## src/hw/emr_consts.svh

```systemverilog
// offsets, field positions and reset values of the management registers
`ifndef EMR_CONSTS_SVH
`define EMR_CONSTS_SVH

`define EMR_OFF_MEM_ADDR   16'h0504
`define EMR_OFF_MEM_DATA   16'h0508
`define EMR_OFF_MI_CS      16'h0510

`define EMR_RST_WORD       32'h0000_0000
`define EMR_RST_HALF       16'h0000
`define EMR_RST_CMD        2'h0

`define EMR_MASK_SMALL     32'h0000_03ff
`define EMR_MASK_LARGE     32'h0003_ffff
`define EMR_MASK_EMU       32'hffff_ffff

`define EMR_BE_ALL         4'hf
`define EMR_LANE_CS_LO     0
`define EMR_LANE_CS_HI     1
`define EMR_LANE_DATA_LO0  0
`define EMR_LANE_DATA_LO1  1
`define EMR_LANE_DATA_HI0  2
`define EMR_LANE_DATA_HI1  3

`define EMR_CS_BUSY        15
`define EMR_CS_CMD_ERR     14
`define EMR_CS_RD_FAULT    13
`define EMR_CS_CMD_HI      9
`define EMR_CS_CMD_LO      8
`define EMR_CS_PHYA_HI     7
`define EMR_CS_PHYA_LO     3
`define EMR_CS_LINK_CFG    2
`define EMR_CS_TAKEOVER    1
`define EMR_CS_WR_PERMIT   0

`endif

```

## src/hw/emr_pkg.sv

```systemverilog
// types shared by the management register front end
package emr_pkg;
   typedef enum logic [1:0]
   {
      EMR_CMD_IDLE  = 2'h0,
      EMR_CMD_READ  = 2'h1,
      EMR_CMD_WRITE = 2'h2,
      EMR_CMD_RSVD  = 2'h3
   } emr_cmd_t;

   typedef enum logic
   {
      EMR_ST_IDLE = 1'h0,
      EMR_ST_BUSY = 1'h1
   } emr_state_t;
endpackage

```

## src/hw/emr_mgmt_if.sv

```systemverilog
// carrier between register decode and the management command engine
`timescale 1ns/1ps
`default_nettype none
interface emr_mgmt_if;
   logic                cmd_wr;
   logic [1:0]          cmd_code;
   logic                ctl_hi_wr;
   logic                wr_permit;
   logic                busy;
   logic [1:0]          cmd_q;
   logic                cmd_err;
   logic                rd_fault;

   modport regs
   (
      output cmd_wr,
      output cmd_code,
      output ctl_hi_wr,
      output wr_permit,
      input  busy,
      input  cmd_q,
      input  cmd_err,
      input  rd_fault
   );

   modport ctrl
   (
      input  cmd_wr,
      input  cmd_code,
      input  ctl_hi_wr,
      input  wr_permit,
      output busy,
      output cmd_q,
      output cmd_err,
      output rd_fault
   );
endinterface
`default_nettype wire

```

## src/hw/emr_regs_top.sv

```systemverilog
// configuration memory and phy management register front end
`timescale 1ns/1ps
`default_nettype none
`include "emr_consts.svh"
module emr_regs_top
   import emr_pkg::*;
(
   input  wire logic          i_mclk,
   input  wire logic          i_reset_n,
   // network side register port
   input  wire logic          i_net_req,
   input  wire logic          i_net_we,
   input  wire logic [15:0]   i_net_addr,
   input  wire logic [3:0]    i_net_be,
   input  wire logic [31:0]   i_net_wdata,
   output logic [31:0]        o_net_rdata,
   output logic               o_net_rvalid,
   // local host side register port
   input  wire logic          i_host_req,
   input  wire logic          i_host_we,
   input  wire logic [15:0]   i_host_addr,
   input  wire logic [3:0]    i_host_be,
   input  wire logic [31:0]   i_host_wdata,
   output logic [31:0]        o_host_rdata,
   output logic               o_host_rvalid,
   // memory control logic
   input  wire logic          i_mem_busy,
   input  wire logic          i_mem_host_owns,
   input  wire logic          i_mem_two_byte_addr,
   input  wire logic          i_mem_emulation,
   input  wire logic          i_mem_rd_valid,
   input  wire logic [31:0]   i_mem_rd_data,
   output logic [31:0]        o_mem_word_addr,
   output logic [15:0]        o_memory_write_low,
   // phy management
   input  wire logic          i_frame_start,
   input  wire logic          i_mi_host_owns,
   input  wire logic          i_host_side_takeover_allowed,
   input  wire logic          i_mii_link_cfg,
   input  wire logic [4:0]    i_first_port_phy_addr,
   input  wire logic          i_mii_done,
   input  wire logic          i_mii_read_fail,
   output logic               o_mii_start,
   output logic [1:0]         o_mii_cmd
);
   localparam int NP = 2;
   localparam int NET = 0;
   localparam int HOST = 1;

   emr_mgmt_if                mi ();

   logic [NP-1:0]             p_req;
   logic [NP-1:0]             p_we;
   logic [15:0]               p_addr [NP];
   logic [3:0]                p_be [NP];
   logic [31:0]               p_wdata [NP];
   logic [31:0]               rdata_q [NP];
   logic [NP-1:0]             rvalid_q;
   logic [NP-1:0]             wr_addr;
   logic [NP-1:0]             wr_data;
   logic [NP-1:0]             wr_cs;
   logic [NP-1:0]             wr_cs_hi;
   logic [NP-1:0]             is_owner;

   logic [31:0]               addr_q;
   logic [15:0]               data_hi_q;
   logic [15:0]               data_lo_q;
   logic                      permit_q;
   logic                      permit_eff;
   logic [15:0]               cs_rd;
   logic [31:0]               addr_mask;

   assign p_req[NET]    = i_net_req;
   assign p_we[NET]     = i_net_we;
   assign p_addr[NET]   = i_net_addr;
   assign p_be[NET]     = i_net_be;
   assign p_wdata[NET]  = i_net_wdata;
   assign p_req[HOST]   = i_host_req;
   assign p_we[HOST]    = i_host_we;
   assign p_addr[HOST]  = i_host_addr;
   assign p_be[HOST]    = i_host_be;
   assign p_wdata[HOST] = i_host_wdata;

   assign is_owner[NET]  = !i_mem_host_owns;
   assign is_owner[HOST] = i_mem_host_owns;

   // control/status view, reserved bits 12..10 read zero
   always_comb
   begin
      cs_rd = `EMR_RST_HALF;
      cs_rd[`EMR_CS_BUSY] = mi.busy;
      cs_rd[`EMR_CS_CMD_ERR] = mi.cmd_err;
      cs_rd[`EMR_CS_RD_FAULT] = mi.rd_fault;
      cs_rd[`EMR_CS_CMD_HI:`EMR_CS_CMD_LO] = mi.cmd_q;
      cs_rd[`EMR_CS_PHYA_HI:`EMR_CS_PHYA_LO] = i_first_port_phy_addr;
      cs_rd[`EMR_CS_LINK_CFG] = i_mii_link_cfg;
      cs_rd[`EMR_CS_TAKEOVER] = i_host_side_takeover_allowed;
      cs_rd[`EMR_CS_WR_PERMIT] = permit_eff;
   end

   genvar gp;
   generate
      for (gp = 0; gp < NP; gp++)
      begin : g_party
         // address register only as an aligned full word
         assign wr_addr[gp] = p_req[gp] && p_we[gp] &&
                              (p_addr[gp] == `EMR_OFF_MEM_ADDR) &&
                              (p_be[gp] == `EMR_BE_ALL) &&
                              is_owner[gp] &&
                              !i_mem_busy;
         assign wr_data[gp] = p_req[gp] && p_we[gp] &&
                              (p_addr[gp] == `EMR_OFF_MEM_DATA);
         assign wr_cs[gp]   = p_req[gp] && p_we[gp] &&
                              (p_addr[gp] == `EMR_OFF_MI_CS);
         assign wr_cs_hi[gp] = wr_cs[gp] && p_be[gp][`EMR_LANE_CS_HI];

         // one-cycle read latency; unmapped offsets read zero
         always_ff @(posedge i_mclk)
         begin
            if (!i_reset_n)
               rdata_q[gp] <= `EMR_RST_WORD;
            else if (p_req[gp] && !p_we[gp])
            begin
               case (p_addr[gp])
                  `EMR_OFF_MEM_ADDR: rdata_q[gp] <= addr_q;
                  `EMR_OFF_MEM_DATA: rdata_q[gp] <= {data_hi_q, data_lo_q};
                  `EMR_OFF_MI_CS:    rdata_q[gp] <= {`EMR_RST_HALF, cs_rd};
                  default:           rdata_q[gp] <= `EMR_RST_WORD;
               endcase
            end
         end

         always_ff @(posedge i_mclk)
         begin
            if (!i_reset_n)
               rvalid_q[gp] <= 1'b0;
            else
               rvalid_q[gp] <= p_req[gp] && !p_we[gp];
         end
      end
   endgenerate

   assign o_net_rdata   = rdata_q[NET];
   assign o_host_rdata  = rdata_q[HOST];
   assign o_net_rvalid  = rvalid_q[NET];
   assign o_host_rvalid = rvalid_q[HOST];

   // only one side owns the memory, so at most one write lands
   always_ff @(posedge i_mclk)
   begin
      if (!i_reset_n)
         addr_q <= `EMR_RST_WORD;
      else if (wr_addr[HOST])
         addr_q <= p_wdata[HOST];
      else if (wr_addr[NET])
         addr_q <= p_wdata[NET];
   end

   // word index, trimmed to what the memory size uses
   always_comb
   begin
      if (i_mem_emulation)
         addr_mask = `EMR_MASK_EMU;
      else if (i_mem_two_byte_addr)
         addr_mask = `EMR_MASK_LARGE;
      else
         addr_mask = `EMR_MASK_SMALL;
   end

   always_ff @(posedge i_mclk)
   begin
      if (!i_reset_n)
         o_mem_word_addr <= `EMR_RST_WORD;
      else
         o_mem_word_addr <= addr_q & addr_mask;
   end

   // returned memory data takes precedence over a same-cycle write
   always_ff @(posedge i_mclk)
   begin
      if (!i_reset_n)
         data_hi_q <= `EMR_RST_HALF;
      else if (i_mem_rd_valid)
         data_hi_q <= i_mem_rd_data[31:16];
      else if (wr_data[HOST])
      begin
         if (p_be[HOST][`EMR_LANE_DATA_HI0])
            data_hi_q[7:0] <= p_wdata[HOST][23:16];
         if (p_be[HOST][`EMR_LANE_DATA_HI1])
            data_hi_q[15:8] <= p_wdata[HOST][31:24];
      end
   end

   always_ff @(posedge i_mclk)
   begin
      if (!i_reset_n)
         data_lo_q <= `EMR_RST_HALF;
      else if (i_mem_rd_valid)
         data_lo_q <= i_mem_rd_data[15:0];
      else
      begin
         // host lanes written last so they win a collision
         if (wr_data[NET] && p_be[NET][`EMR_LANE_DATA_LO0])
            data_lo_q[7:0] <= p_wdata[NET][7:0];
         if (wr_data[NET] && p_be[NET][`EMR_LANE_DATA_LO1])
            data_lo_q[15:8] <= p_wdata[NET][15:8];
         if (wr_data[HOST] && p_be[HOST][`EMR_LANE_DATA_LO0])
            data_lo_q[7:0] <= p_wdata[HOST][7:0];
         if (wr_data[HOST] && p_be[HOST][`EMR_LANE_DATA_LO1])
            data_lo_q[15:8] <= p_wdata[HOST][15:8];
      end
   end

   assign o_memory_write_low = data_lo_q;

   // permit is written by the network side only; a write beats sof
   always_ff @(posedge i_mclk)
   begin
      if (!i_reset_n)
         permit_q <= 1'b0;
      else if (wr_cs[NET] && p_be[NET][`EMR_LANE_CS_LO])
         permit_q <= p_wdata[NET][`EMR_CS_WR_PERMIT];
      else if (i_frame_start)
         permit_q <= 1'b0;
   end

   assign permit_eff = permit_q || i_mi_host_owns;

   // command write: host wins if both sides write the same cycle
   assign mi.cmd_wr    = |wr_cs_hi;
   assign mi.cmd_code  = wr_cs_hi[HOST] ?
                         p_wdata[HOST][`EMR_CS_CMD_HI:`EMR_CS_CMD_LO] :
                         p_wdata[NET][`EMR_CS_CMD_HI:`EMR_CS_CMD_LO];
   assign mi.ctl_hi_wr = |wr_cs_hi;
   assign mi.wr_permit = permit_eff;

   emr_mgmt_ctrl u_ctrl
   (
      .i_mclk          (i_mclk),
      .i_reset_n       (i_reset_n),
      .bus             (mi),
      .i_mii_done      (i_mii_done),
      .i_mii_read_fail (i_mii_read_fail),
      .o_mii_start     (o_mii_start),
      .o_mii_cmd       (o_mii_cmd)
   );
endmodule
`default_nettype wire

```

## src/hw/emr_mgmt_ctrl.sv

```systemverilog
// phy management command engine: busy, command field and error flags
`timescale 1ns/1ps
`default_nettype none
`include "emr_consts.svh"
module emr_mgmt_ctrl
   import emr_pkg::*;
(
   input  wire logic    i_mclk,
   input  wire logic    i_reset_n,
   emr_mgmt_if.ctrl     bus,
   input  wire logic    i_mii_done,
   input  wire logic    i_mii_read_fail,
   output logic         o_mii_start,
   output logic [1:0]   o_mii_cmd
);
   emr_state_t          state_q;
   logic [1:0]          cmd_q;
   logic                err_q;
   logic                fault_q;
   logic                take;
   logic                launch;
   logic                finish;

   // commands arriving while busy are dropped
   assign take   = bus.cmd_wr && (state_q == EMR_ST_IDLE);
   assign launch = take && ((bus.cmd_code == EMR_CMD_READ) ||
                   ((bus.cmd_code == EMR_CMD_WRITE) && bus.wr_permit));
   assign finish = (state_q == EMR_ST_BUSY) && i_mii_done;

   always_ff @(posedge i_mclk)
   begin
      if (!i_reset_n)
         state_q <= EMR_ST_IDLE;
      else
      begin
         case (state_q)
            EMR_ST_IDLE:
            begin
               if (launch)
                  state_q <= EMR_ST_BUSY;
            end
            EMR_ST_BUSY:
            begin
               if (i_mii_done)
                  state_q <= EMR_ST_IDLE;
            end
            default:
               state_q <= EMR_ST_IDLE;
         endcase
      end
   end

   always_ff @(posedge i_mclk)
   begin
      if (!i_reset_n)
         cmd_q <= `EMR_RST_CMD;
      else if (launch)
         cmd_q <= bus.cmd_code;
      else if (finish)
         cmd_q <= EMR_CMD_IDLE;
   end

   // error result decided when the command is taken
   always_ff @(posedge i_mclk)
   begin
      if (!i_reset_n)
         err_q <= 1'b0;
      else if (take)
      begin
         case (bus.cmd_code)
            EMR_CMD_IDLE:  err_q <= 1'b0;
            EMR_CMD_READ:  err_q <= 1'b0;
            EMR_CMD_WRITE: err_q <= !bus.wr_permit;
            default:       err_q <= 1'b1;
         endcase
      end
   end

   // a failure at completion beats a same-cycle clear
   always_ff @(posedge i_mclk)
   begin
      if (!i_reset_n)
         fault_q <= 1'b0;
      else if (finish && (cmd_q == EMR_CMD_READ) && i_mii_read_fail)
         fault_q <= 1'b1;
      else if (bus.ctl_hi_wr)
         fault_q <= 1'b0;
   end

   always_ff @(posedge i_mclk)
   begin
      if (!i_reset_n)
         o_mii_start <= 1'b0;
      else
         o_mii_start <= launch;
   end

   assign o_mii_cmd    = cmd_q;
   assign bus.busy     = (state_q == EMR_ST_BUSY);
   assign bus.cmd_q    = cmd_q;
   assign bus.cmd_err  = err_q;
   assign bus.rd_fault = fault_q;
endmodule
`default_nettype wire

```

## config.mk

```make
export PLATFORM = sky130hd
export DESIGN_NAME = emr_regs_top
export DESIGN_NICKNAME = d
export VERILOG_FILES = /design/src/hw/emr_pkg.sv /design/src/hw/emr_mgmt_if.sv /design/src/hw/emr_regs_top.sv /design/src/hw/emr_mgmt_ctrl.sv
export VERILOG_INCLUDE_DIRS = /design/src /design/src/hw
export SDC_FILE = /design/constraint.sdc
export NUM_CORES = 1
export LEC_CHECK = 0
export BUFFER_PORTS_ARGS = -buffer_cell sky130_fd_sc_hd__buf_2
export CORE_ASPECT_RATIO = 1.4
export CORE_UTILIZATION = 35
export DETAILED_ROUTE_END_ITERATION = 8
export PLACE_DENSITY = 0.71
export SLEW_MARGIN = 20
export SYNTH_ARGS = -nofsm -noshare
export SYNTH_HDL_FRONTEND = slang
export SYNTH_HIERARCHICAL = 1
export SYNTH_SLANG_ARGS = --single-unit
```

## constraint.sdc

```tcl
create_clock -name i_mclk -period 2.7 [get_ports i_mclk]
set_input_delay 0 -clock i_mclk [delete_from_list [all_inputs] [get_ports i_mclk]]
set_output_delay 0 -clock i_mclk [all_outputs]
set_load 0.02 [all_outputs]
```

## Word-level counts from Yosys, hierarchy flattened

Memories as Yosys holds them, arrays and structs flattened.
Index checks and enable logic that the tools add are counted.

- Register bits after elaboration: 105
- RAM bits: 64
- Input bits: 158
- Output and inout bits: 117
- Word-level logic and storage cells: 153
- Memories kept: 1

- Eq/ne operators: 11
- Multiplexer cells: 65
- Bitwise gates (word level): 10
- Reductions and logical operators: 52

Memories:

| memory | words | width | rd ports | clocked after Yosys merged registers in | write ports | line | source |
|---|---|---|---|---|---|---|---|
| rdata_q | 2 | 32 | 2 | 0 | 2 | emr_regs_top.sv:57 | `logic [31:0] rdata_q [NP];` |

Operators by type and width:

| kind | number |
|---|---|
| 32-bit two-way mux | 11 |
| 16-bit by 11-bit == test with 1-bit output, second input constant | 6 |
| 16-bit two-way mux | 3 |
| 8-bit two-way mux | 6 |
| 1-bit two-way mux | 39 |
| 32-bit AND | 1 |
| 1-bit logical AND | 29 |
| 18-bit two-way mux | 1 |
| 2-bit nonzero test | 7 |
| 4-bit == test, second input constant | 2 |
| 1-bit bitwise OR | 8 |
| 2-bit two-way mux | 3 |
| 3-bit nonzero test | 2 |
| 3-bit OR reduction | 2 |
| 1-bit zero test | 5 |
| 2-bit by 1-bit == test with 1-bit output, second input constant | 2 |
| 1-bit one-hot mux with 2 select lines | 2 |
| 2-bit AND reduction | 2 |
| 2-bit OR reduction | 2 |
| 2-bit == test, second input constant | 1 |
| 2-bit zero test | 1 |
| 1-bit logical OR | 2 |
| 1-bit inverter | 1 |

## Longest topological paths before layout

Gate-level depths: netlist of run 1.

- Word-level depth: 10
- Gate-level depth with buffers: 8

## Modules after synthesis

Netlist of run 1, hierarchy kept.

Modules (own cells, without submodules):

| module | times used | cells each | area each (um^2) |
|---|---|---|---|
| emr_regs_top | 1 | 619 | 6,989.2 |
| emr_mgmt_ctrl | 1 | 32 | 274.0 |

## Least setup slack after synthesis of run 1

Ideal clock, no wire load.

- Kind: input port to flip-flop
- From: input i_host_we
- To: memory rdata_q[1][0] (enable)
- Setup time: 0.466 ns
- Arrival time: 2.511 ns
- Required time: 2.234 ns
- Path slack: -0.277 ns
- Stages: 2
- Cell sequence: clkbuf_1 > o21ai_0

RTL lines:

| what | line | source |
|---|---|---|
| start, declared | emr_regs_top.sv:20 | `input wire logic i_host_we,` |
| end, declared | emr_regs_top.sv:57 |  |

## Worst setup path after layout of run 1

- From: input i_host_req
- To: register data_lo_q[11], in the netlist o_memory_write_low[11]

- Cells in the longest elaborated chain, start to end: 5

Ends and longest elaborated chain:

| what | line | source |
|---|---|---|
| start, declared | emr_regs_top.sv:19 | `input wire logic i_host_req,` |
| 1-bit logical AND (*) (2 in series) | emr_regs_top.sv:111 | `assign wr_data[gp] = p_req[gp] && p_we[gp] &&` |
| 1-bit logical AND (*) | emr_regs_top.sv:209 | `` if (wr_data[HOST] && p_be[HOST][`EMR_LANE_DATA_LO1]) `` |
| 8-bit two-way mux | emr_regs_top.sv:209 |  |
| 16-bit two-way mux | emr_regs_top.sv:198 | `else if (i_mem_rd_valid)` |
| end signal, assigned | emr_regs_top.sv:197 | `` data_lo_q <= `EMR_RST_HALF; `` |
| end signal, assigned | emr_regs_top.sv:199 | `data_lo_q <= i_mem_rd_data[15:0];` |
| end signal, assigned | emr_regs_top.sv:210 | `data_lo_q[15:8] <= p_wdata[HOST][15:8];` |
| end, declared | emr_regs_top.sv:67 | `logic [15:0] data_lo_q;` |

Mark *: on every way between the ends. The rest lies on a longest branch, timed or not.
A chain may end at the register's enable or synchronous reset.

==> results of run 1 <==
stage by stage:
step	utilization	instance area (µm²)	hold WS (ps)	setup slack (ps)	total power (W)
3_3_place_gp	0.439	8960	276	535	0.00331
6_report	0.533	10900	17.3	264	0.00587
3_5_place_dp	0.439	8960	284	456	0.00331
4_1_cts	0.531	10800	0.448	10.6	0.00589
2_1_floorplan	-	7260	141	592	0.00303
5_1_grt	0.533	10900	19.9	154	0.00605
state kept, by name (all words and copies together), names as in the netlist:
name	flops
u_ctrl/o_mii_start	1
rdata_q	64
o_memory_write_low	16
u_ctrl/bus.rd_fault	1
data_hi_q	16
o_host_rvalid	1
o_net_rvalid	1
permit_q	1
o_mem_word_addr	32
u_ctrl/bus.cmd_q	2
u_ctrl/bus.cmd_err	1
addr_q	32
u_ctrl/bus.busy	1
layout make-up:
cell class | count | share of cell area
sequential | 169 | 0.370
tap | 256 | 0.0295
inverter | 18 | 0.00622
clock buffer | 17 | 0.0392
multi-input combinational | 419 | 0.278
clock inverter | 15 | 0.0151
timing repair buffer | 427 | 0.262
path summary, 6_finish.rpt:
check | slack, ps | cells past startpoint | end
hold reg to reg | 510 | 2 | u_ctrl/bus.rd_fault$_SDFFE_PN0P_
hold / removal | 20 | 4 | o_memory_write_low[3]$_SDFFE_PN0P_
setup reg to reg | 1370 | 3 | o_memory_write_low[13]$_SDFFE_PN0P_
setup / recovery | 260 | 8 | o_memory_write_low[11]$_SDFFE_PN0P_
what timing repair did:
action | in CTS | in global routing
endpoints found under the setup margin | 0 | 3
hold buffers | 129 | 0
gates resized for setup | 0 | 1
setup buffers | 0 | 1
endpoints found under the hold margin | 84 | 0
per-layer routing:
metal  up-vias  share of wire  routed length, µm
li1       3293              -                  -
met3        53          0.072               1850
met4         2          0.029                732
met5         -        0.00039                 10
met1      3409           0.38               9820
met2       382           0.52              13300
Yosys cell counts (all sizes together), types with 8 or more instances:
cell / instances / share of area
a21oi: 59 / 0.041
a222oi: 25 / 0.034
a22o: 19 / 0.023
a22oi: 9 / 0.0093
and2: 18 / 0.016
and3: 16 / 0.014
buf: 13 / 0.013
clkbuf: 32 / 0.017
dfxtp: 105 / 0.29
edfxtp: 64 / 0.26
inv: 18 / 0.0093
mux2i: 76 / 0.10
nand2: 8 / 0.0041
nand2b: 11 / 0.0095
nor2: 42 / 0.023
nor3: 9 / 0.0069
o21ai: 51 / 0.035
o22ai: 8 / 0.0069
o2bb2ai: 8 / 0.0096
o311ai: 9 / 0.011
cells by family (layout without fill, tap and decap cells):
family                 after synthesis  count (layout)
AO/OA/AOI/OAI                      193             193
multiplexers                        78              78
AND/OR/NAND/NOR                    148             148
flip-flops                         169             169
buffers and inverters               63             477
power by group:
| group | leakage [nW] | internal [W] | switching (W) |
|---|---|---|---|
| Combinational | 2.96 | 0.000289 | 0.000335 |
| Sequential | 1.54 | 0.00272 | 0.0000471 |
| Clock | 0.292 | 0.00139 | 0.00109 |
| Total | 4.79 | 0.00440 | 0.00147 |
critical path, stage by stage:
cell and delay, ps:
dlygate4sd3_1 520, buf_2 100, and4b_1 230, nand3_1 170, o311ai_1 760, buf_4 280, o22ai_1 80, dlygate4sd3_1 580
==> qor.csv, run 1 <==
stage;metric;value;unit
setup_path;worst endpoint required time;2990;ps
detailed_routing;residual DRC count;0;
clocking;CTS buffer count;17;
power;PD cells;540;nW/µm²
global_routing;largest net degree at the start of global routing;46;
global_routing;GR Util met3;0.0528;
clocking;CTS Buffer Depth;2;
logic_synthesis;asr flop ratio synth;0;
finish;Storage cell area;4020;µm²
hold_path;Worst Hold Class;input pin to flop;
global_routing;met1 Use GR;0.268;
floorplan;Ports;275;
logic_synthesis;sequential area share after synthesis;0.554;
sta;Post-Route Setup TNS;0;ps
finish;Nets;1210;
floorplan;full die area;21300;µm²
flow_run;Max Cap Violations;0;
floorplan;die width;124;µm
global_routing;gr usage total;0.240;
setup_path;Worst Setup End Kind;flop;
logic_synthesis;Post-Syn Nets;809;
logic_synthesis;mux share of post-synthesis cell area;0.108;
place;hpwl dp;17200;µm
sta;Slew Viols, Final;0;
detailed_routing;antenna-violating nets left;0;
clocking;latest clock arrival within the worst-skew pair;420;ps
logic_synthesis;Post-Syn Area;7260;µm²
global_routing;gr busiest metal;met2;
logic_synthesis;Primary FF master, synth;dfxtp_1;
logic_synthesis;EDFF count, synth;64;
setup_path;CP Launch Type;input pin;
finish;commonest cells after routing, fill and taps aside;274 x buf_2, 129 x dlygate4sd3_1, 105 x dfxtp_1;
place;placer congestion estimate;0.823;
place;number of port buffers;274;
finish;synthesis-to-layout area growth;49.6;%
logic_synthesis;Ys Warns;6;
sta;unrepaired setup endpoints after global routing;false;
global_routing;GRT overflow;0;
global_routing;initial antenna violation count;1;
setup_path;crit path kind;input pin to flop;
finish;commonest non-fill, non-tap cell in the layout;buf_2;
place;dpl cells;1159;
sta;FMAX;410;MHz
finish;Fill cells;1792;
sta;min Tclk post-route;2440;ps
global_routing;number of global-route vias before repair;7391;
sta;Setup Skew;9.79;ps
clocking;clock sink count;169;
logic_synthesis;compound-cell area share of the yosys netlist;0.176;
global_routing;met2 usage in global routing;0.428;
logic_synthesis;Post-Synth Adder-Cell Area;0;
clocking;CTS tree;done;
clocking;CTS root buf;clkbuf_16;
logic_synthesis;Yosys reg bits;169;
hold_path;hold wc startpoint;i_mem_rd_data[3];
logic_synthesis;largest family of logic cells by synthesized area;compound AO/OA/AOI/OAI gates;
sta;Worst slew margin;0.453;
finish;multi-input logic area;3020;µm²
setup_path;Max FO, Critical Path;5;
clocking;Clock transition at path regs;70;ps
floorplan;CORE AREA;20400;µm²
detailed_routing;drt first pass iters;6;
sta;Finish-stage setup viols;0;
power;total leakage power;4.79;nW
detailed_routing;Via density;5.40;
setup_path;Worst Setup SP;i_host_req;
detailed_routing;wire length per cell;19.4;µm
detailed_routing;initial DRC count;492;
sta;period utilization;0.902;
global_routing;first-pass GRT wire length;38300;µm
logic_synthesis;Post-Synth Simple-Gate Area;0.124;
setup_path;data arrival time of the worst path;2730;ps
setup_path;FF-to-FF Start;o_memory_write_low[13]$_SDFFE_PN0P_;
logic_synthesis;XOR/XNOR Fraction of Synth Area;0;
outcome;run status;finished clean;
finish;share of layout cells above drive strength 1;0.332;
logic_synthesis;count of cell types in the netlist;54;
detailed_routing;WL final;25700;µm
clocking;CTS H-tree lvls;4;
sta;Tightest Pin Transition;808;ps
power;worst vdd ir;0.000401;V
finish;Antenna Cells;0;
floorplan;Initial Util;0.356;
floorplan;# rows;62;
floorplan;Die H;172;µm
sta;Fin. Hold Viols;0;
logic_synthesis;cells after synthesis;651;
finish;Cell Count, Final, Fillers Out;1321;
detailed_routing;Vias;7139;
logic_synthesis;syn_area_per_cell;11.2;µm²
No activity file was read; power rests on OpenSTA's default activity.
==> run 2, diff against run 1 <==
--- a/config.mk
+++ b/config.mk
@@ -10,7 +10,7 @@
 export CORE_ASPECT_RATIO = 1.4
 export CORE_UTILIZATION = 35
 export DETAILED_ROUTE_END_ITERATION = 8
-export PLACE_DENSITY = 0.71
+export PLACE_DENSITY_LB_ADDON = 0.1
 export SLEW_MARGIN = 20
 export SYNTH_ARGS = -nofsm -noshare
 export SYNTH_HDL_FRONTEND = slang
==> qor.csv, run 2 (synthesized netlist as in run 1, its figures left out) <==
stage;metric;value;unit
flow_run;Max Cap Violations;0;
finish;cell area after layout;10900;µm²
power;worst vdd ir;0.000382;V
detailed_routing;drt first pass iters;6;
clocking;CTS buffer count;17;
floorplan;full die area;21300;µm²
detailed_routing;Via density;5.36;
detailed_routing;WL final;26100;µm
sta;Slew Viols, Final;0;
global_routing;largest net degree at the start of global routing;59;
setup_path;capturing point of the worst reg2reg path;permit_q$_SDFFE_PN0P_;
finish;biggest regs;rdata_q (64), addr_q (32), o_mem_word_addr (32);
sta;min Tclk post-route;2330;ps
power;PD cells;548;nW/µm²
clocking;CTS tree;done;
setup_path;Reg2Reg Depth;4;
detailed_routing;Vias;7077;
sta;Fin. Hold Viols;0;
place;number of port buffers;274;
clocking;Clock transition at path regs;60;ps
finish;Antenna Cells;0;
sta;unrepaired setup endpoints after global routing;false;
place;placer congestion estimate;0.837;
detailed_routing;residual DRC count;0;
sta;Setup Skew;10.8;ps
clocking;CTS root buf;clkbuf_16;
place;dpl cells;1157;
finish;max FFs per register;64;
floorplan;Initial Util;0.356;
setup_path;data arrival time of the worst path;2620;ps
global_routing;initial antenna violation count;0;
sta;Worst slew margin;0.320;
finish;Reg with most FFs;rdata_q;
setup_path;CP Launch Type;input pin;
hold_path;Worst Hold Class;input pin to flop;
clocking;post-cts resize count;0;
global_routing;number of global-route vias before repair;7086;
finish;commonest non-fill, non-tap cell in the layout;buf_2;
setup_path;Worst Setup End Kind;flop;
setup_path;crit path kind;input pin to flop;
global_routing;GRT overflow;0;
finish;share of layout cells above drive strength 1;0.330;
power;total leakage power;4.80;nW
sta;Tightest Pin Transition;1020;ps
clocking;clock sink count;169;
finish;commonest cells after routing, fill and taps aside;274 x buf_2, 133 x dlygate4sd3_1, 105 x dfxtp_1;
setup_path;worst endpoint required time;3000;ps
finish;Cell Count, Final, Fillers Out;1321;
setup_path;Worst Setup EP;o_memory_write_low[11]$_SDFFE_PN0P_;
finish;synthesis-to-layout area growth;50.4;%
floorplan;CORE AREA;20400;µm²
floorplan;Ports;275;
sta;hold slack;37.5;ps
clocking;latest clock arrival within the worst-skew pair;420;ps
sta;FMAX;430;MHz
finish;Nets;1211;
detailed_routing;antenna-violating nets left;0;
outcome;run status;finished clean;
sta;Finish-stage setup viols;0;
clocking;CTS Buffer Depth;2;
hold_path;Worst Hold Depth;4;
global_routing;gr usage total;0.243;
setup_path;Max FO, Critical Path;6;
floorplan;Die H;172;µm
floorplan;# rows;62;
setup_path;Reg2Reg Setup Slack;1420;ps
floorplan;die width;124;µm
setup_path;FF-to-FF Start;permit_q$_SDFFE_PN0P_;
power;Pwr Total;0.00598;W
sta;period utilization;0.862;
sta;Post-Route Setup TNS;0;ps
clocking;CTS H-tree lvls;4;
finish;Fill cells;1881;
detailed_routing;initial DRC count;466;
place;hpwl dp;18200;µm
detailed_routing;wire length per cell;19.7;µm
global_routing;first-pass GRT wire length;38100;µm
setup_path;Worst Setup SP;i_host_addr[5];
place;Placement Cell Area;8970;µm²
-- run 2: worst min-delay path by stage --
stage                            from                                  to  slack [ps]
floorplan                  i_host_req            o_host_rvalid$_SDFF_PN0_         140
CTS                  i_mem_rd_data[0]  o_memory_write_low[0]$_SDFFE_PN0P_          10
finish               i_mem_rd_data[0]  o_memory_write_low[0]$_SDFFE_PN0P_          40
global placement    i_mem_rd_data[18]           data_hi_q[2]$_SDFFE_PN0P_         280
global route          i_mem_emulation      o_mem_word_addr[27]$_SDFF_PN0_          30
detailed placement  i_mem_rd_data[29]          data_hi_q[13]$_SDFFE_PN0P_         280
-- run 2: cell type report --
| cell class | count | area [µm²] | area share |
|---|---|---|---|
| multi-input cells | 419 | 3000 | 0.275 |
| inverters | 18 | 67.6 | 0.00619 |
| clock inverters | 13 | 183 | 0.0167 |
| flip-flops and latches | 169 | 4020 | 0.368 |
| clock buffers | 18 | 439 | 0.0402 |
| well taps | 256 | 320 | 0.0293 |
| repair buffers | 428 | 2890 | 0.264 |
-- run 2: stage by stage --
stage | utilization | worst slack, ps
finish | 0.535 | 374
global route | 0.535 | 296
CTS | 0.535 | 418
detailed placement | 0.440 | 501
global placement | 0.440 | 540
floorplan | - | 592
-- run 2: metal layers --
metal,up-vias,global-route usage,wire length (µm),part of all wire
li1,3295,-,-,-
met1,3402,0.263,9600,0.37
met2,325,0.451,13900,0.53
met3,55,0.0445,1860,0.071
met4,0,0.106,719,0.028
met5,-,0,0,0
-- run 2: report_power, final --
group	leakage [nW]	switching (W)	internal, W	total [W]
registers	1.54	0.0000473	0.00272	0.00277
logic	2.96	0.000336	0.000292	0.000629
clock network	0.299	0.00108	0.00151	0.00259
total	4.80	0.00147	0.00452	0.00598
-- run 2: critical path, cell delays in order --
cell	delay, ps
buf_2	100
nor4_1	560
nand3b_1	300
o311ai_1	740
buf_4	280
o22ai_1	70
dlygate4sd3_1	570
-- run 2: timing repair --
item | CTS | global route
buffers inserted | 0 | 0
hold buffers | 133 | 0
endpoints found under the hold margin | 87 | 0
==> run 3, diff against run 2 <==
--- a/config.mk
+++ b/config.mk
@@ -6,10 +6,11 @@
 export SDC_FILE = /design/constraint.sdc
 export NUM_CORES = 1
 export LEC_CHECK = 0
-export BUFFER_PORTS_ARGS = -buffer_cell sky130_fd_sc_hd__buf_2
+export ABC_AREA = 1
 export CORE_ASPECT_RATIO = 1.4
 export CORE_UTILIZATION = 35
 export DETAILED_ROUTE_END_ITERATION = 8
+export DONT_BUFFER_PORTS = 1
 export PLACE_DENSITY_LB_ADDON = 0.1
 export SLEW_MARGIN = 20
 export SYNTH_ARGS = -nofsm -noshare
==> qor.csv, run 3 <==
stage;metric;value;unit
finish;commonest non-fill, non-tap cell in the layout;nand2_1;
finish;Antenna Cells;0;
logic_synthesis;most common cell in the synthesized netlist;nand2_1;
logic_synthesis;Yosys top cell area share;0.245;
clocking;CTS Buffer Depth;2;
detailed_routing;initial DRC count;425;
sta;hold slack;41.5;ps
setup_path;crit path cell chain;dlygate4sd3_1, nor2_1, dlygate4sd3_1, nand2_1, inv_1, nand2_2, nand3_2, nand2_4, nor2_1;
floorplan;# rows;67;
setup_path;Reg2Reg Setup Slack;950;ps
logic_synthesis;sequential area share after synthesis;0.470;
logic_synthesis;Post-Syn Area;8570;µm²
hold_path;WHS Endpoint;data_hi_q[6]$_SDFFE_PN0P_;
place;placer congestion estimate;0.861;
clocking;latest clock arrival within the worst-skew pair;440;ps
setup_path;Crit path max-delay family;simple AND/OR/NAND/NOR gates;
setup_path;worst endpoint required time;2870;ps
logic_synthesis;syn_area_per_cell;7.32;µm²
global_routing;number of global-route vias before repair;8512;
detailed_routing;Via density;5.04;
power;total leakage power;4.66;nW
logic_synthesis;synth top area cells;dfxtp_1 25%, edfxtp_1 22%, nand2_1 14%;
clocking;post-cts resize count;0;
hold_path;hold wc startpoint;i_host_be[2];
sta;min Tclk post-route;2480;ps
setup_path;Critical-path top delay cell;dlygate4sd3_1;
detailed_routing;met3 WL;1680;µm
finish;biggest regs;rdata_q (64), addr_q (32), o_mem_word_addr (32);
setup_path;Max FO, Critical Path;19;
setup_path;Worst Setup End Kind;flop;
clocking;Post-CTS Setup Repair Bufs;0;
finish;commonest cells after routing, fill and taps aside;310 x nand2_1, 167 x dlygate4sd3_1, 158 x nor2_1;
finish;Reg with most FFs;rdata_q;
floorplan;Initial Util;0.357;
clocking;CTS buffer count;17;
logic_synthesis;EDFF count, synth;64;
finish;multi-input logic area;3760;µm²
global_routing;GRT overflow;0;
logic_synthesis;XOR/XNOR Fraction of Synth Area;0;
floorplan;Die H;187;µm
clocking;CTS root buf;clkbuf_16;
finish;Final Util;0.463;
detailed_routing;WL final;31400;µm
logic_synthesis;Post-Syn Nets;1328;
sta;Setup Skew;12.2;ps
sta;Worst slew margin;0.378;
logic_synthesis;mux share of post-synthesis cell area;0.0158;
sta;Fin. Hold Viols;0;
global_routing;largest net degree at the start of global routing;108;
power;PD cells;532;nW/µm²
sta;period utilization;0.918;
logic_synthesis;Post-synth top cells;312 x nand2_1, 158 x nor2_1, 118 x inv_1;
clocking;CTS tree;done;
detailed_routing;DR top layer;met4;
detailed_routing;antenna-violating nets left;0;
detailed_routing;residual DRC count;0;
outcome;run status;finished clean;
sta;Tightest Pin Transition;929;ps
setup_path;data arrival time of the worst path;2650;ps
sta;Finish-stage setup viols;0;
finish;synthesis-to-layout area growth;29.5;%
setup_path;CP Launch Type;input pin;
logic_synthesis;Post-Synth Simple-Gate Area;0.347;
clocking;clock sink count;169;
finish;Storage cell area;4020;µm²
sta;Post-Route Setup TNS;0;ps
setup_path;Buffers & Inverters on Critical Path;3;
detailed_routing;drt first pass iters;6;
logic_synthesis;asr flop ratio synth;0;
logic_synthesis;Ys Warns;6;
logic_synthesis;Primary FF master, synth;dfxtp_1;
finish;share of layout cells above drive strength 1;0.0861;
global_routing;first-pass GRT wire length;47900;µm
setup_path;crit path kind;input pin to flop;
logic_synthesis;largest family of logic cells by synthesized area;simple AND/OR/NAND/NOR gates;
detailed_routing;met2 wire length;16300;µm
finish;Nets;1469;
floorplan;CORE AREA;24000;µm²
logic_synthesis;Yosys reg bits;169;
logic_synthesis;Synth area leader;dfxtp_1;
logic_synthesis;cells after synthesis;1170;
detailed_routing;Vias;8233;
logic_synthesis;Post-Synth Adder-Cell Area;0;
hold_path;Worst Hold Depth;4;
floorplan;Ports;275;
global_routing;gr usage total;0.257;
logic_synthesis;compound-cell area share of the yosys netlist;0.0738;
sta;Slew Viols, Final;0;
setup_path;capturing point of the worst reg2reg path;permit_q$_SDFFE_PN0P_;
logic_synthesis;count of cell types in the netlist;34;
floorplan;die width;134;µm
sta;FMAX;404;MHz
setup_path;slowest cell delay on critical path;570;ps
global_routing;initial antenna violation count;0;
finish;Fill cells;2477;
place;hpwl dp;21100;µm
place;number of port buffers;0;
clocking;Clock transition at path regs;70;ps
power;worst vdd ir;0.000435;V
setup_path;Reg2Reg Depth;6;
flow_run;Max Cap Violations;0;
finish;max FFs per register;64;
detailed_routing;wl on met1;12100;µm
hold_path;Worst Hold Class;input pin to flop;
clocking;CTS H-tree lvls;4;
sta;unrepaired setup endpoints after global routing;false;
detailed_routing;wire length per cell;19.2;µm
setup_path;FF-to-FF Start;permit_q$_SDFFE_PN0P_;
floorplan;full die area;25100;µm²
run 3: metrics by stage:
step / std cells / total power (W) / instance area [µm²] / worst slack (ps)
floorplan: 1170 / 0.00313 / 8570 / 918
global placement: 1433 / 0.00321 / 8780 / 686
detailed placement: 1433 / 0.00322 / 8780 / 623
CTS: 1634 / 0.00596 / 11100 / 201
global route: 1634 / 0.00613 / 11100 / 60.0
finish: 1634 / 0.00590 / 11100 / 222
run 3: report_power, final:
part | leakage (nW) | internal, W | total, W | switching [W]
registers | 1.52 | 0.00273 | 0.00287 | 0.000145
clock network | 0.285 | 0.00145 | 0.00250 | 0.00105
logic | 2.85 | 0.000264 | 0.000533 | 0.000269
total | 4.66 | 0.00444 | 0.00590 | 0.00147
run 3: cells by family (layout without fill, tap and decap cells):
| logic type | after synthesis | after routing |
|---|---|---|
| AOI/OAI and AO/OA | 123 | 123 |
| buffers and inverters | 188 | 342 |
| DFF | 169 | 169 |
| muxes | 12 | 12 |
| and+or+nand+nor | 678 | 678 |
run 3: metal layers:
layer  vias to the layer above  global-route usage
li1                       4055                   -
met1                      3839               0.276
met3                        62              0.0561
met5                         -                   0
met4                         0               0.131
met2                       277               0.465
run 3: cell type report:
type                    count  area share
flip-flops and latches    169       0.363
multi-input cells         813       0.339
repair buffers            188       0.169
clock buffers              22      0.0429
inverters                 122      0.0413
well taps                 310      0.0350
clock inverters            10      0.0105
run 3: how the worst max path moves through the flow:
stage | from | end | slack, ps | cells after the start
global placement | i_host_addr[10] | rdata_q[1][11]$_SDFFCE_PP0P_ | 690 | 11
detailed placement | i_host_addr[10] | rdata_q[1][16]$_SDFFCE_PP0P_ | 620 | 11
CTS | i_host_we | rdata_q[1][16]$_SDFFCE_PP0P_ | 200 | 9
global route | i_host_we | rdata_q[1][11]$_SDFFCE_PP0P_ | 60 | 9
finish | i_host_we | rdata_q[1][16]$_SDFFCE_PP0P_ | 220 | 9
floorplan | i_reset_n | rdata_q[0][0]$_SDFFCE_PP0P_ | 920 | 4
run 3: what timing repair did:
| item | 4_1_cts | 5_1_grt |
|---|---|---|
| endpoints found under the setup margin | 0 | 0 |
| hold buffers | 169 | 0 |
| hold endpoints to repair | 118 | 0 |
run 3: tightest hold or removal path, delay by kind of cell:
family          cells  cell delay, ps
compound gates      1             100
simple gates        3             340
